==> config.mk <==
export PLATFORM = sky130hd
export DESIGN_NAME = pga_port_top
export DESIGN_NICKNAME = d
export VERILOG_FILES = /design/src/common/pga_pkg.sv /design/src/verilog/pga_pin_ovr.sv /design/src/verilog/pga_port_top.sv
export SDC_FILE = /design/constraint.sdc
export NUM_CORES = 1
export LEC_CHECK = 0
export ABC_CLOCK_PERIOD_IN_PS = 4700
export BUFFER_PORTS_ARGS = -buffer_cell sky130_fd_sc_hd__clkbuf_2
export CAP_MARGIN = 10
export CORE_MARGIN = 1.5
export CORE_UTILIZATION = 50
export CTS_CLUSTER_DIAMETER = 50
export DETAILED_ROUTE_END_ITERATION = 8
export GPL_TIMING_DRIVEN = 0
export PLACE_DENSITY = 0.86
export SLEW_MARGIN = 15
export SYNTH_ARGS = -nofsm -noshare
export SYNTH_HDL_FRONTEND = slang
export SYNTH_HIERARCHICAL = 1
export SYNTH_SLANG_ARGS = --single-unit
==> constraint.sdc <==
create_clock -name clk -period 4.7 [get_ports clk]
set_input_delay 0.235 -clock clk [delete_from_list [all_inputs] [get_ports clk]]
set_output_delay 0.235 -clock clk [all_outputs]
set_load 0.01 [all_outputs]
==> src/common/pga_pkg.sv <==
// Constants for the port G override and port A-D register block
package pga_pkg;

  // ==========================================================
  // Widths
  localparam int unsigned BANK_W   = 8;
  localparam int unsigned NBANKS   = 4;
  localparam int unsigned PG_W     = 5;
  localparam int unsigned ADDR_W   = 32;
  localparam int unsigned DATA_W   = 32;

  // ==========================================================
  // Register map, byte addresses
  localparam logic [7:0] BANK_STRIDE   = 8'h10;
  localparam logic [7:0] OFF_LATCH     = 8'h00;
  localparam logic [7:0] OFF_DIR       = 8'h04;
  localparam logic [7:0] OFF_SENSE     = 8'h08;
  localparam logic [7:0] ADDR_BANK_A   = 8'h00;
  localparam logic [7:0] ADDR_BANK_B   = 8'h10;
  localparam logic [7:0] ADDR_BANK_C   = 8'h20;
  localparam logic [7:0] ADDR_BANK_D   = 8'h30;
  localparam logic [7:0] ADDR_ALT_CTRL = 8'h40;

  // Address fields
  localparam int unsigned BANK_LSB  = 4;
  localparam int unsigned FIELD_LSB = 2;
  localparam logic [1:0] FLD_LATCH  = 2'h0;
  localparam logic [1:0] FLD_DIR    = 2'h1;
  localparam logic [1:0] FLD_SENSE  = 2'h2;
  localparam logic [1:0] BANK_C_IDX = 2'h2;

  // ==========================================================
  // Alternate-function control register fields
  localparam int unsigned CTRL_ASYNC_BIT = 0;
  localparam int unsigned CTRL_EXTMEM_BIT = 1;

  // ==========================================================
  // Reset values
  localparam logic [7:0] LATCH_RST = 8'h00;
  localparam logic [7:0] DIR_RST   = 8'h00;
  localparam logic [7:0] SENSE_RST = 8'h00;
  localparam logic [7:0] LEGACY_C_DIR = 8'hff;
  localparam logic [1:0] CTRL_RST  = 2'h0;

  // ==========================================================
  // Port G pin positions
  localparam int unsigned PG_XIN  = 4;
  localparam int unsigned PG_XOUT = 3;
  localparam int unsigned PG_ALE  = 2;
  localparam int unsigned PG_RD   = 1;
  localparam int unsigned PG_WR   = 0;

endpackage : pga_pkg

==> src/verilog/pga_pin_ovr.sv <==
// One pin's alternate-function override multiplexer
`timescale 1ns/1ps
module pga_pin_ovr
(
  input  wire logic base_pull,
  input  wire logic base_dir,
  input  wire logic base_out,
  input  wire logic base_in_en,
  input  wire logic pullup_override_en,
  input  wire logic pullup_override_val,
  input  wire logic dir_override_en,
  input  wire logic dir_override_val,
  input  wire logic outval_override_en,
  input  wire logic outval_override_val,
  input  wire logic input_en_override_en,
  input  wire logic input_en_override_val,
  output wire logic pin_pull,
  output wire logic pin_dir,
  output wire logic pin_out,
  output wire logic pin_in_en
);

  // ==========================================================
  // Override selection
  // Purely combinational so an enable change acts at once
  assign pin_pull  = pullup_override_en ? pullup_override_val
                                        : base_pull;
  assign pin_dir   = dir_override_en ? dir_override_val : base_dir;
  assign pin_out   = outval_override_en ? outval_override_val : base_out;
  assign pin_in_en = input_en_override_en ? input_en_override_val
                                          : base_in_en;

endmodule : pga_pin_ovr

==> src/verilog/pga_port_top.sv <==
// Port A-D registers over APB and port G alternate-function overrides
//
// The placing of the registers and the APB slave port were left to the implementer.
`timescale 1ns/1ps
module pga_port_top
(
  input  wire logic        clk,
  input  wire logic        reset_n,
  input  wire logic        psel,
  input  wire logic        penable,
  input  wire logic        pwrite,
  input  wire logic [31:0] paddr,
  input  wire logic [31:0] pwdata,
  input  wire logic [3:0]  pstrb,
  output wire logic [31:0] prdata,
  output wire logic        pready,
  output wire logic        pslverr,
  input  wire logic        compat_mode,
  input  wire logic [7:0]  pa_in,
  output wire logic [7:0]  pa_out,
  output wire logic [7:0]  pa_oe_n,
  output wire logic [7:0]  pa_pullup,
  input  wire logic [7:0]  pb_in,
  output wire logic [7:0]  pb_out,
  output wire logic [7:0]  pb_oe_n,
  output wire logic [7:0]  pb_pullup,
  input  wire logic [7:0]  pc_in,
  output wire logic [7:0]  pc_out,
  output wire logic [7:0]  pc_oe_n,
  output wire logic [7:0]  pc_pullup,
  input  wire logic [7:0]  pd_in,
  output wire logic [7:0]  pd_out,
  output wire logic [7:0]  pd_oe_n,
  output wire logic [7:0]  pd_pullup,
  input  wire logic [4:0]  pg_base_out,
  input  wire logic [4:0]  pg_base_dir,
  input  wire logic [4:0]  pg_base_pull,
  input  wire logic        ext_mem_ale,
  input  wire logic        ext_mem_rd_n,
  input  wire logic        ext_mem_wr_n,
  output wire logic [4:0]  pg_out,
  output wire logic [4:0]  pg_oe_n,
  output wire logic [4:0]  pg_pullup,
  output wire logic [4:0]  pg_in_en,
  output wire logic        xtal_amp_en
);

  // ==========================================================
  // Storage
  logic [7:0] latch_q [pga_pkg::NBANKS];
  logic [7:0] dir_q   [pga_pkg::NBANKS];
  logic [7:0] sense_q [pga_pkg::NBANKS];
  logic [1:0] ctrl_q;
  logic       legacy_hold_q;
  logic [31:0] prdata_q;

  // ==========================================================
  // APB decode
  wire        setup_ph  = psel & ~penable;
  wire        access_ph = psel & penable;
  wire        hi_zero   = (paddr[31:8] == 24'h000000);
  wire [1:0]  bank_sel  = paddr[pga_pkg::BANK_LSB +: 2];
  wire [1:0]  fld_sel   = paddr[pga_pkg::FIELD_LSB +: 2];
  wire        low_zero  = (paddr[1:0] == 2'h0);
  wire        bank_area = hi_zero & low_zero & ~paddr[7] & ~paddr[6];
  wire        bank_hit  = bank_area & (fld_sel != 2'h3);
  wire        ctrl_hit  = hi_zero &
                          (paddr[7:0] == pga_pkg::ADDR_ALT_CTRL);
  wire        addr_hit  = bank_hit | ctrl_hit;
  wire        wr_fire   = access_ph & pwrite & addr_hit & pstrb[0];
  wire        wr_latch  = wr_fire & bank_hit &
                          (fld_sel == pga_pkg::FLD_LATCH);
  wire        wr_dir    = wr_fire & bank_hit &
                          (fld_sel == pga_pkg::FLD_DIR);
  wire        wr_ctrl   = wr_fire & ctrl_hit;
  wire        wr_c_dir  = wr_dir & (bank_sel == pga_pkg::BANK_C_IDX);

  // Zero wait states; read data captured in the setup cycle
  assign pready  = 1'b1;
  assign pslverr = access_ph & ~addr_hit;
  assign prdata  = prdata_q;

  // ==========================================================
  // Effective direction and pin inputs
  logic [7:0] dir_eff [pga_pkg::NBANKS];
  logic [7:0] pin_in  [pga_pkg::NBANKS];

  assign pin_in[0] = pa_in;
  assign pin_in[1] = pb_in;
  assign pin_in[2] = pc_in;
  assign pin_in[3] = pd_in;

  assign dir_eff[0] = dir_q[0];
  assign dir_eff[1] = dir_q[1];
  // Hold comes from async reset, so needs no clock edge
  assign dir_eff[2] = (compat_mode & legacy_hold_q) ?
                      pga_pkg::LEGACY_C_DIR : dir_q[2];
  assign dir_eff[3] = dir_q[3];

  // ==========================================================
  // Read multiplexer
  wire [7:0] rd_bank =
    (fld_sel == pga_pkg::FLD_LATCH) ? latch_q[bank_sel] :
    (fld_sel == pga_pkg::FLD_DIR)   ? dir_eff[bank_sel] :
                                      sense_q[bank_sel];
  wire [31:0] rd_mux =
    bank_hit ? {24'h000000, rd_bank} :
    ctrl_hit ? {30'h00000000, ctrl_q} : 32'h00000000;

  // ==========================================================
  // Registers
  always_ff @(posedge clk or negedge reset_n)
  begin
    if (!reset_n)
    begin
      prdata_q <= 32'h00000000;
    end
    else if (setup_ph && !pwrite)
    begin
      prdata_q <= rd_mux;
    end
  end

  genvar gb;
  generate
    for (gb = 0; gb < pga_pkg::NBANKS; gb++)
    begin : g_bank
      wire sel_b = (bank_sel == 2'(gb));
      always_ff @(posedge clk or negedge reset_n)
      begin
        if (!reset_n)
        begin
          latch_q[gb] <= pga_pkg::LATCH_RST;
          dir_q[gb]   <= pga_pkg::DIR_RST;
          sense_q[gb] <= pga_pkg::SENSE_RST;
        end
        else
        begin
          if (wr_latch && sel_b)
            latch_q[gb] <= pwdata[7:0];
          if (wr_dir && sel_b)
            dir_q[gb] <= pwdata[7:0];
          sense_q[gb] <= pin_in[gb];
        end
      end
    end
  endgenerate

  // Legacy port C hold ends at the first port C direction write
  always_ff @(posedge clk or negedge reset_n)
  begin
    if (!reset_n)
    begin
      legacy_hold_q <= 1'b1;
      ctrl_q        <= pga_pkg::CTRL_RST;
    end
    else
    begin
      if (wr_c_dir)
        legacy_hold_q <= 1'b0;
      if (wr_ctrl)
        ctrl_q <= pwdata[1:0];
    end
  end

  // ==========================================================
  // Port A-D pins
  // Pull-up only on inputs whose latch bit is one
  assign pa_out    = latch_q[0];
  assign pa_oe_n   = ~dir_eff[0];
  assign pa_pullup = ~dir_eff[0] & latch_q[0];
  assign pb_out    = latch_q[1];
  assign pb_oe_n   = ~dir_eff[1];
  assign pb_pullup = ~dir_eff[1] & latch_q[1];
  assign pc_out    = latch_q[2];
  assign pc_oe_n   = ~dir_eff[2];
  assign pc_pullup = ~dir_eff[2] & latch_q[2];
  assign pd_out    = latch_q[3];
  assign pd_oe_n   = ~dir_eff[3];
  assign pd_pullup = ~dir_eff[3] & latch_q[3];

  // ==========================================================
  // Port G override enables and values
  wire async_eff  = ctrl_q[pga_pkg::CTRL_ASYNC_BIT] | compat_mode;
  wire extmem_eff = ctrl_q[pga_pkg::CTRL_EXTMEM_BIT] | compat_mode;

  logic [4:0] pu_en;
  logic [4:0] dir_en;
  logic [4:0] dir_val;
  logic [4:0] out_en;
  logic [4:0] out_val;
  logic [4:0] die_en;
  logic [4:0] pg_dir;

  // Crystal pins keep the port value; only controls are forced
  assign pu_en   = {async_eff, async_eff, {3{extmem_eff}}};
  assign dir_en  = {async_eff, async_eff, {3{extmem_eff}}};
  assign dir_val = 5'h07;
  assign out_en  = {2'h0, {3{extmem_eff}}};
  assign out_val = {2'h0, ext_mem_ale, ext_mem_rd_n,
                    ext_mem_wr_n};
  assign die_en  = {async_eff, async_eff, 3'h0};

  genvar gp;
  generate
    for (gp = 0; gp < pga_pkg::PG_W; gp++)
    begin : g_pin
      pga_pin_ovr u_ovr
      (
        .base_pull             (pg_base_pull[gp]),
        .base_dir              (pg_base_dir[gp]),
        .base_out              (pg_base_out[gp]),
        .base_in_en            (1'b1),
        .pullup_override_en    (pu_en[gp]),
        .pullup_override_val   (1'b0),
        .dir_override_en       (dir_en[gp]),
        .dir_override_val      (dir_val[gp]),
        .outval_override_en    (out_en[gp]),
        .outval_override_val   (out_val[gp]),
        .input_en_override_en  (die_en[gp]),
        .input_en_override_val (1'b0),
        .pin_pull              (pg_pullup[gp]),
        .pin_dir               (pg_dir[gp]),
        .pin_out               (pg_out[gp]),
        .pin_in_en             (pg_in_en[gp])
      );
    end
  endgenerate

  assign pg_oe_n     = ~pg_dir;
  assign xtal_amp_en = async_eff;

  // ==========================================================
  // Checks
  legacy_g_alt_a: assert property (
    @(posedge clk) disable iff (!reset_n)
    compat_mode |-> (pg_oe_n == 5'h18) && xtal_amp_en)
    else $error("legacy mode left port G as general I/O");

  xtal_in_a: assert property (
    @(posedge clk) disable iff (!reset_n)
    async_eff |-> pg_oe_n[4] && !pg_pullup[4] && !pg_in_en[4])
    else $error("crystal input pin not detached");

  xtal_out_a: assert property (
    @(posedge clk) disable iff (!reset_n)
    async_eff |-> pg_oe_n[3] && !pg_pullup[3] && !pg_in_en[3])
    else $error("crystal output pin not detached");

  xtal_value_a: assert property (
    @(posedge clk) disable iff (!reset_n)
    async_eff |-> pg_out[4:3] == pg_base_out[4:3])
    else $error("crystal pin output value was overridden");

  ale_drive_a: assert property (
    @(posedge clk) disable iff (!reset_n)
    extmem_eff |-> !pg_oe_n[2] && !pg_pullup[2] &&
                   pg_out[2] == ext_mem_ale)
    else $error("latch strobe pin not driven");

  rd_drive_a: assert property (
    @(posedge clk) disable iff (!reset_n)
    extmem_eff |-> !pg_oe_n[1] && !pg_pullup[1] &&
                   pg_out[1] == ext_mem_rd_n)
    else $error("read strobe pin not driven");

  wr_drive_a: assert property (
    @(posedge clk) disable iff (!reset_n)
    extmem_eff |-> !pg_oe_n[0] && !pg_pullup[0] &&
                   pg_out[0] == ext_mem_wr_n && pg_in_en[0])
    else $error("write strobe pin wrong");

  latch_store_a: assert property (
    @(posedge clk) disable iff (!reset_n)
    (wr_latch && bank_sel == 2'h0) |=>
      pa_out == $past(pwdata[7:0]))
    else $error("latch write not seen on pins");

  dir_store_a: assert property (
    @(posedge clk) disable iff (!reset_n)
    (wr_dir && bank_sel == 2'h1) |=>
      pb_oe_n == ~$past(pwdata[7:0]))
    else $error("direction write not seen on pins");

  sense_follow_a: assert property (
    @(posedge clk) disable iff (!reset_n)
    $past(reset_n) |-> sense_q[3] == $past(pd_in))
    else $error("pin sense does not follow pins");

  legacy_c_a: assert property (
    @(posedge clk) disable iff (!reset_n)
    ($rose(reset_n) && compat_mode) |->
      pc_oe_n == 8'h00 && pc_out == 8'h00)
    else $error("legacy port C not push-pull zero");

  ctrl_effect_a: assert property (
    @(posedge clk) disable iff (!reset_n)
    (wr_ctrl && pwdata[1]) |=> !pg_oe_n[2] && !pg_oe_n[0])
    else $error("memory enable did not take effect");

endmodule : pga_port_top
==> results of run 1 <==
==> sequential cells by signal (all words and copies together), names as in the netlist <==
signal and flops:
prdata 8, pb_out 8, pd_out 8, dir_q 8, ctrl_q 2, legacy_hold_q 1
pc_out 8, pa_out 8, sense_q 32, dir_eff 24
==> power breakdown <==
part | leakage (uW) | switching, uW | internal (uW)
logic | 0.00255 | 120 | 122
clock network | 0.000106 | 343 | 260
registers | 0.00142 | 3.99 | 934
total | 0.00408 | 468 | 1320
==> metal layers <==
layer  GRT usage (%)  share of wire (%)  vias to the layer above
met5               0                  0                        -
met4            12.3                3.2                        0
met3            5.02                7.7                       38
met2            50.3                 52                      243
met1            32.6                 38                     2276
li1                -                  -                     2090
==> critical path, cell delays in order <==
cell,delay [ns]
sky130_fd_sc_hd__clkbuf_2,0.08
sky130_fd_sc_hd__nor4_1,0.35
sky130_fd_sc_hd__nand4_1,0.44
sky130_fd_sc_hd__buf_2,0.39
sky130_fd_sc_hd__nor4_4,0.86
sky130_fd_sc_hd__mux2_2,0.41
==> how the worst max path moves through the flow <==
stage,start,end,slack [ns],cells past startpoint
5_1_grt,paddr[18],pb_out[6],2.09,6
3_3_place_gp,paddr[2],pc_out[3],1.87,5
3_5_place_dp,paddr[21],pa_out[0],1.89,6
6_report,paddr[18],pa_out[3],2.19,6
2_1_floorplan,paddr[18],dir_eff[0],2.73,5
4_1_cts,paddr[9],pa_out[0],2.30,6
==> cells by family after synthesis <==
group	share of synthesized area (%)
muxes	27.7
DFF	48.0
and+or+nand+nor	12.0
buffers and inverters	7.20
AOI/OAI and AO/OA	4.87
other	0.135
==> what timing repair did <==
action | CTS | global route
hold buffers | 33 | 0
hold endpoints to repair | 138 | 0
buffers inserted | 0 | 0
==> synth_stat cells, drive strengths merged (3+ instances only) <==
cell type,count
a211o,4
a21o,7
a21oi,7
a22oi,4
and2,8
buf,36
clkbuf,6
dfrtp,106
inv,35
mux2,88
mux2i,12
mux4,16
nand2,12
nand2b,7
nand3,3
nand3b,3
nand4,3
nor2,5
nor2b,28
nor4,15
o211ai,4
o21ai,5
o31ai,3
==> through the flow <==
| step | area (sq um) | hold slack, ns | setup slack, ns | total power (uW) | utilization (%) |
|---|---|---|---|---|---|
| floorplan | 5760 | -0.0606 | 2.73 | 1070 | - |
| global placement | 7020 | 0.343 | 1.87 | 1160 | 64.7 |
| detailed placement | 7060 | 0.342 | 1.89 | 1170 | 65.1 |
| CTS | 7610 | 0.176 | 2.30 | 1790 | 70.2 |
| global route | 7620 | 0.195 | 2.09 | 1850 | 70.3 |
| finish | 7620 | 0.193 | 2.19 | 1780 | 70.3 |
==> layout make-up <==
| cell class | instances | area, sq um | area share [%] |
|---|---|---|---|
| multi-input cells | 302 | 2710 | 35.5 |
| clock buffers | 9 | 124 | 1.62 |
| well taps | 140 | 175 | 2.30 |
| flip-flops and latches | 107 | 2680 | 35.1 |
| clock inverters | 7 | 91.3 | 1.20 |
| repair buffers | 249 | 1440 | 18.9 |
| inverters | 35 | 131 | 1.72 |
| plain buffers | 42 | 270 | 3.55 |
==> metrics.log, run 1 <==
[metrics] total overflow reported by the global router: 0
[metrics] Detailed Route Iter0 Violations: ~250
[metrics] placer congestion estimate: around 0.8
[metrics] outcome: finished clean
[metrics] number of levels the H-tree was split into: 3
[metrics] buffer cell driving the clock tree root: sky130_fd_sc_hd__clkbuf_8
[metrics] average cell area after synthesis: about 13 sq um
[metrics] clock latency at the later pin of the worst-skew pair: ~0.38 ns
[metrics] arrival time worst endpoint: approximately 2.8 ns
[metrics] wire length of the first global-routing pass: around 24000 um
[metrics] detailed-route DRC error count: 0
[metrics] average vias per placed instance: between 5 and 6
[metrics] hold_sp: pwdata[2]
[metrics] net total in the final layout: between 800 and 900
[metrics] Hold/Removal Path Class: primary input to flop
[metrics] Sum Neg Setup Slack: 0 ns
[metrics] Die Span X: 109 um
[metrics] remaining antenna violation count after routing: 0
[metrics] largest cells by area after synthesis: sky130_fd_sc_hd__dfrtp_1 (48%), sky130_fd_sc_hd__mux2_2 (14%), sky130_fd_sc_hd__mux4_2 (6.5%), sky130_fd_sc_hd__mux2_4 (5.4%), sky130_fd_sc_hd__buf_4 (3.4%)
[metrics] biggest fanout along the worst timing path: 10
[metrics] setup repair after global routing missed its margin: false
[metrics] Antenna Diode Count: 0
[metrics] EDFF count, synth: 0
[metrics] Final min period: about 2.5 ns
[metrics] routed length per instance: around 18 um
[metrics] flip-flop cell with the highest count after synthesis: sky130_fd_sc_hd__dfrtp_1
[metrics] I/O Pins: ~280
[metrics] register-to-register setup slack: 2.64 ns
[metrics] number of synthesis warnings: 6
[metrics] clock net sink count: approximately 110
[metrics] type of origin of the critical path: primary input
[metrics] DP Wirelength: ~12000 um
[metrics] share of the synthesized area in the top cell type: ~48%
[metrics] fraction of final layout cells with drive strength greater than 1: 51.3%
[metrics] number of global-route vias before repair: between 4k and 5k
[metrics] worst supply voltage drop on vdd: 0.000181 V
[metrics] reg-to-reg critical path startpoint: legacy_hold_q
[metrics] top library cells by usage in the layout, fill and taps aside: sky130_fd_sc_hd__clkbuf_2 (214), sky130_fd_sc_hd__dfrtp_1 (106), sky130_fd_sc_hd__mux2_2 (68)
[metrics] Highest Clock Rate: ~400 MHz
[metrics] synthesized area: roughly 5600 sq um
[metrics] TritonCTS clock tree: built
[metrics] instance count along the most critical hold path: 2
[metrics] Core Footprint: between 10000 and 15000 sq um
[metrics] number of instances resized during post-cts repair: 0
[metrics] actual slew at the worst max-slew pin: around 0.92 ns
[metrics] endpoint of the worst hold path: pa_out[2]
[metrics] number of antenna violations at the first check in global routing: 0
[metrics] count of port buffers added during placement: 215
[metrics] Hold Fails Final Rpt: 0
[metrics] Placed Instances: approximately 840
[metrics] total vias in the final route: 4647
[metrics] Leak: between 0.004 and 0.005 uW
[metrics] overall routing resource usage: between 20% and 30%
[metrics] reg2reg path depth: 5
[metrics] detailed-router iteration count before antenna repair: 4
[metrics] number of register bits inferred by synthesis: 107
[metrics] Req. time, crit path: just under 5 ns
[metrics] critical path class: primary input to flop
[metrics] cts bufs inserted: 9
[metrics] number of fillers in the final layout: around 770
[metrics] clock transition at the registers of the reported paths: about 0.10 ns
[metrics] area overhead of the layout relative to synthesis: 36.7%
[metrics] Power Density: approximately 230 nW/um^2
[metrics] starting density of the core: approximately 50%
[metrics] Synth cell types: 43
[metrics] cells after synthesis: roughly 440
[metrics] proportion of register bits with asynchronous set or reset after synthesis: 100%
[metrics] endpoint of the most critical register-to-register path: prdata[0]
[metrics] Die Y: around 110 um
[metrics] type of destination of the critical path: flop
[metrics] post-route non-filler standard cell count: between 800 and 900
[metrics] Post-Route Skew: between 0.008 and 0.009 ns
[metrics] pin count of the biggest net entering global routing: approximately 110
[metrics] post-synthesis cell type with the largest combined area: sky130_fd_sc_hd__dfrtp_1
[metrics] period utilization: ~53%
[metrics] Pins Over Slew Limit: 0
[metrics] worst slew margin relative to its limit: a little under two fifths
[metrics] most common cell after layout, fill and taps aside: sky130_fd_sc_hd__clkbuf_2
[metrics] share of the yosys chip area belonging to registers: about half
[metrics] wirelength, routed: roughly 16000 um
[metrics] Die Outline Area: 11800 sq um
[metrics] Clock Tree Buf Depth: 2
[metrics] num rows: 38
[metrics] maxcap violations: 0
[metrics] number of endpoints failing setup at the final stage: 0
(Power assumes the default switching activity.)
==> run 2: changes to the inputs <==
--- a/config.mk
+++ b/config.mk
@@ -5,15 +5,15 @@
 export SDC_FILE = /design/constraint.sdc
 export NUM_CORES = 1
 export LEC_CHECK = 0
-export ABC_CLOCK_PERIOD_IN_PS = 4700
+export ABC_CLOCK_PERIOD_IN_PS = 2300
 export BUFFER_PORTS_ARGS = -buffer_cell sky130_fd_sc_hd__clkbuf_2
 export CAP_MARGIN = 10
 export CORE_MARGIN = 1.5
-export CORE_UTILIZATION = 50
+export CORE_UTILIZATION = 42
 export CTS_CLUSTER_DIAMETER = 50
 export DETAILED_ROUTE_END_ITERATION = 8
 export GPL_TIMING_DRIVEN = 0
-export PLACE_DENSITY = 0.86
+export PLACE_DENSITY = 0.77
 export SLEW_MARGIN = 15
 export SYNTH_ARGS = -nofsm -noshare
 export SYNTH_HDL_FRONTEND = slang
==> constraint.sdc (replaced) <==
create_clock -name clk -period 2.3 [get_ports clk]
set_input_delay 0.115 -clock clk [delete_from_list [all_inputs] [get_ports clk]]
set_output_delay 0.115 -clock clk [all_outputs]
set_load 0.01 [all_outputs]
==> metrics.log, run 2 (synthesis gave the netlist of run 1 again) <==
[metrics] Final min period: between 2 and 2.5 ns
[metrics] Hold Fails Final Rpt: 0 (unchanged)
[metrics] buffer cell driving the clock tree root: sky130_fd_sc_hd__clkbuf_16
[metrics] met1 Track Usage GR: 28.5% (-4.1 points)
[metrics] clock transition at the registers of the reported paths: 0.07 ns (-0.03 ns)
[metrics] largest register by flop count: sense_q
[metrics] internal portion of total power: 3040 uW (+130%)
[metrics] remaining antenna violation count after routing: 0 (unchanged)
[metrics] Net Sw Power: 959 uW (+110%)
[metrics] pin count of the biggest net entering global routing: 62 (-43%)
[metrics] Die Y: 118 um (+8.9%)
[metrics] fraction of power spent switching nets: 24.0% (-2.3 points)
[metrics] placer congestion estimate: 0.851 (+6.4%)
[metrics] most common cell after layout, fill and taps aside: sky130_fd_sc_hd__clkbuf_2
[metrics] flip-flop count of the largest register, all copies and words added: 32 (unchanged)
[metrics] sequential share of power: 47.9% (-4.7 points)
[metrics] count of port buffers added during placement: 215 (unchanged)
[metrics] clock latency at the later pin of the worst-skew pair: 0.35 ns (-0.03 ns)
[metrics] overall routing resource usage: 23.4% (-4.5 points)
[metrics] biggest fanout along the worst timing path: 10 (unchanged)
[metrics] net total in the final layout: 875 (+0.57%)
[metrics] pre-CTS WS: -0.453 ns (-2.35 ns)
[metrics] period utilization: between 90% and 100%
[metrics] Detailed Route Iter0 Violations: 240 (-2.8%)
[metrics] clock net sink count: 107 (unchanged)
[metrics] Power Density: 512 nW/um^2 (+120%)
[metrics] cts bufs inserted: 9 (unchanged)
[metrics] Antenna Diode Count: 0 (unchanged)
[metrics] DP Wirelength: 11900 um (+1.1%)
[metrics] Hold/Removal Path Class: primary input to flop
[metrics] setup repair after global routing missed its margin: false
[metrics] Core Footprint: 12800 sq um (+18%)
[metrics] Clock Tree Buf Depth: 2 (unchanged)
[metrics] average vias per placed instance: 4.93 (-5.4%)
[metrics] starting density of the core: 43.7% (-7.8 points)
[metrics] worst hold slack across all endpoints: 0.111 ns (-0.0823 ns)
[metrics] number of antenna violations at the first check in global routing: 0 (unchanged)
[metrics] Comb power frac: 12.3% (-1.3 points)
[metrics] number of levels the H-tree was split into: 3 (unchanged)
[metrics] Die Outline Area: 14000 sq um (+18%)
[metrics] number of instances resized during post-cts repair: 0 (unchanged)
[metrics] top library cells by usage in the layout, fill and taps aside: sky130_fd_sc_hd__clkbuf_2 (214), sky130_fd_sc_hd__dfrtp_1 (106), sky130_fd_sc_hd__mux2_2 (68)
[metrics] routed length per instance: 17.6 um (-3.8%)
[metrics] Post-Route Skew: 0.0101 ns (+0.00209 ns)
[metrics] total vias in the final route: 4579 (-1.5%)
[metrics] clock power share: 39.9% (+6.1 points)
[metrics] Most Used Layer, Global Route: met2
[metrics] total overflow reported by the global router: 0 (unchanged)
[metrics] number of global-route vias before repair: 4578 (-0.80%)
[metrics] I/O Pins: 275 (unchanged)
[metrics] cell area after layout: 7810 sq um (+2.4%)
[metrics] type of destination of the critical path: flop
[metrics] wirelength, routed: 16300 um (+0.17%)
[metrics] detailed-router iteration count before antenna repair: 4 (unchanged)
[metrics] detailed-route DRC error count: 0 (unchanged)
[metrics] Die Span X: 118 um (+8.9%)
[metrics] final core area utilization: 61.1% (-9.2 points)
[metrics] fraction of final layout cells with drive strength greater than 1: 51.6% (+0.32 points)
[metrics] Pins Over Slew Limit: 0 (unchanged)
[metrics] worst slew margin relative to its limit: 41.6% (+3.4 points)
[metrics] Req. time, crit path: 2.53 ns (-2.44 ns)
[metrics] Leak: 0.00415 uW (+1.9%)
[metrics] TritonCTS clock tree: built
[metrics] GR Layer Usage met2: 41.1% (-9.1 points)
[metrics] critical path class: primary input to flop
[metrics] num rows: 41 (+7.9%)
[metrics] actual slew at the worst max-slew pin: 0.870 ns (-0.0512 ns)
[metrics] met3 Resource Use GR: 4.97% (-0.050 points)
[metrics] wire length of the first global-routing pass: 25100 um (+4.2%)
[metrics] Area after DPL: 7120 sq um (+0.82%)
[metrics] outcome: finished clean
[metrics] worst supply voltage drop on vdd: 0.000423 V (+130%)
[metrics] type of origin of the critical path: primary input
[metrics] number of endpoints failing setup at the final stage: 0 (unchanged)
[metrics] arrival time worst endpoint: 2.38 ns (-0.39 ns)
[metrics] maxcap violations: 0 (unchanged)
[metrics] Final WS setup: 0.153 ns (-2.04 ns)
[metrics] area overhead of the layout relative to synthesis: 40.0%
[metrics] Highest Clock Rate: 466 MHz
==> run 2: changes by cell type in the layout (fill, tap and decap cells not counted), moves of 2 or more <==
cell / before / now
sky130_fd_sc_hd__clkbuf_16: 0 / 9
sky130_fd_sc_hd__buf_4: 25 / 29
sky130_fd_sc_hd__inv_6: 3 / 1
sky130_fd_sc_hd__clkbuf_8: 10 / 2
==> run 2: what timing repair did <==
item	in CTS	in global routing
endpoints found under the setup margin	24	39
pin swaps	3	5
hold buffers	33	0
setup buffers	0	5
cloned	0	0
endpoints found under the hold margin	77	0
==> run 2: path summary, 6_finish.rpt <==
kind / from / slack [ns] / end / cells past startpoint
min: pwdata[4] / 0.11 / dir_eff[4] / 2
max: paddr[25] / 0.15 / dir_eff[3] / 6
max reg2reg: legacy_hold_q / 0.17 / prdata[0] / 5
min in group asynchronous: reset_n / 0.28 / sense_q[27] / 2
max in group asynchronous: reset_n / 1.40 / prdata[3] / 3
min reg2reg: prdata[6] / 0.48 / prdata[6] / 2
==> run 2: worst max-delay path, cell delays in order <==
cell and delay (ns):
sky130_fd_sc_hd__clkbuf_2 0.08, sky130_fd_sc_hd__nor4_1 0.27, sky130_fd_sc_hd__nand3_1 0.36, sky130_fd_sc_hd__buf_2 0.36
sky130_fd_sc_hd__nor4_4 0.77, sky130_fd_sc_hd__mux2_2 0.41
==> run 2: power groups by stage <==
stage	registers (uW)	clock network, uW	logic, uW
2_1_floorplan	1950	0	240
3_3_place_gp	1950	0	429
3_5_place_dp	1950	0	446
4_1_cts	1920	1620	491
5_1_grt	1920	1710	533
6_report	1920	1600	491
==> run 2: layer usage <==
metal | vias to the layer above | wire [um]
li1 | 2101 | -
met1 | 2220 | 6330
met2 | 229 | 8510
met3 | 29 | 1160
met4 | 0 | 305
met5 | - | 0
==> run 2: final cells by class <==
class                   count  area [sq um]
well taps                 172           215
fillers                   991          4960
clock buffers              10           239
flip-flops and latches    107          2680
plain buffers              42           270
repair buffers            254          1490
multi-input cells         302          2710
clock inverters             6          71.3
inverters                  35           131
==> run 2: per-stage QoR <==
step / instances / total power [uW] / TNS [ns]
final: 928 / 4000 / 0
after global routing: 928 / 4160 / 0
after CTS: 923 / 4030 / 0
after detailed placement: 874 / 2400 / -18.46
after global placement: 873 / 2380 / -38.57
after floorplan: 486 / 2190 / 0
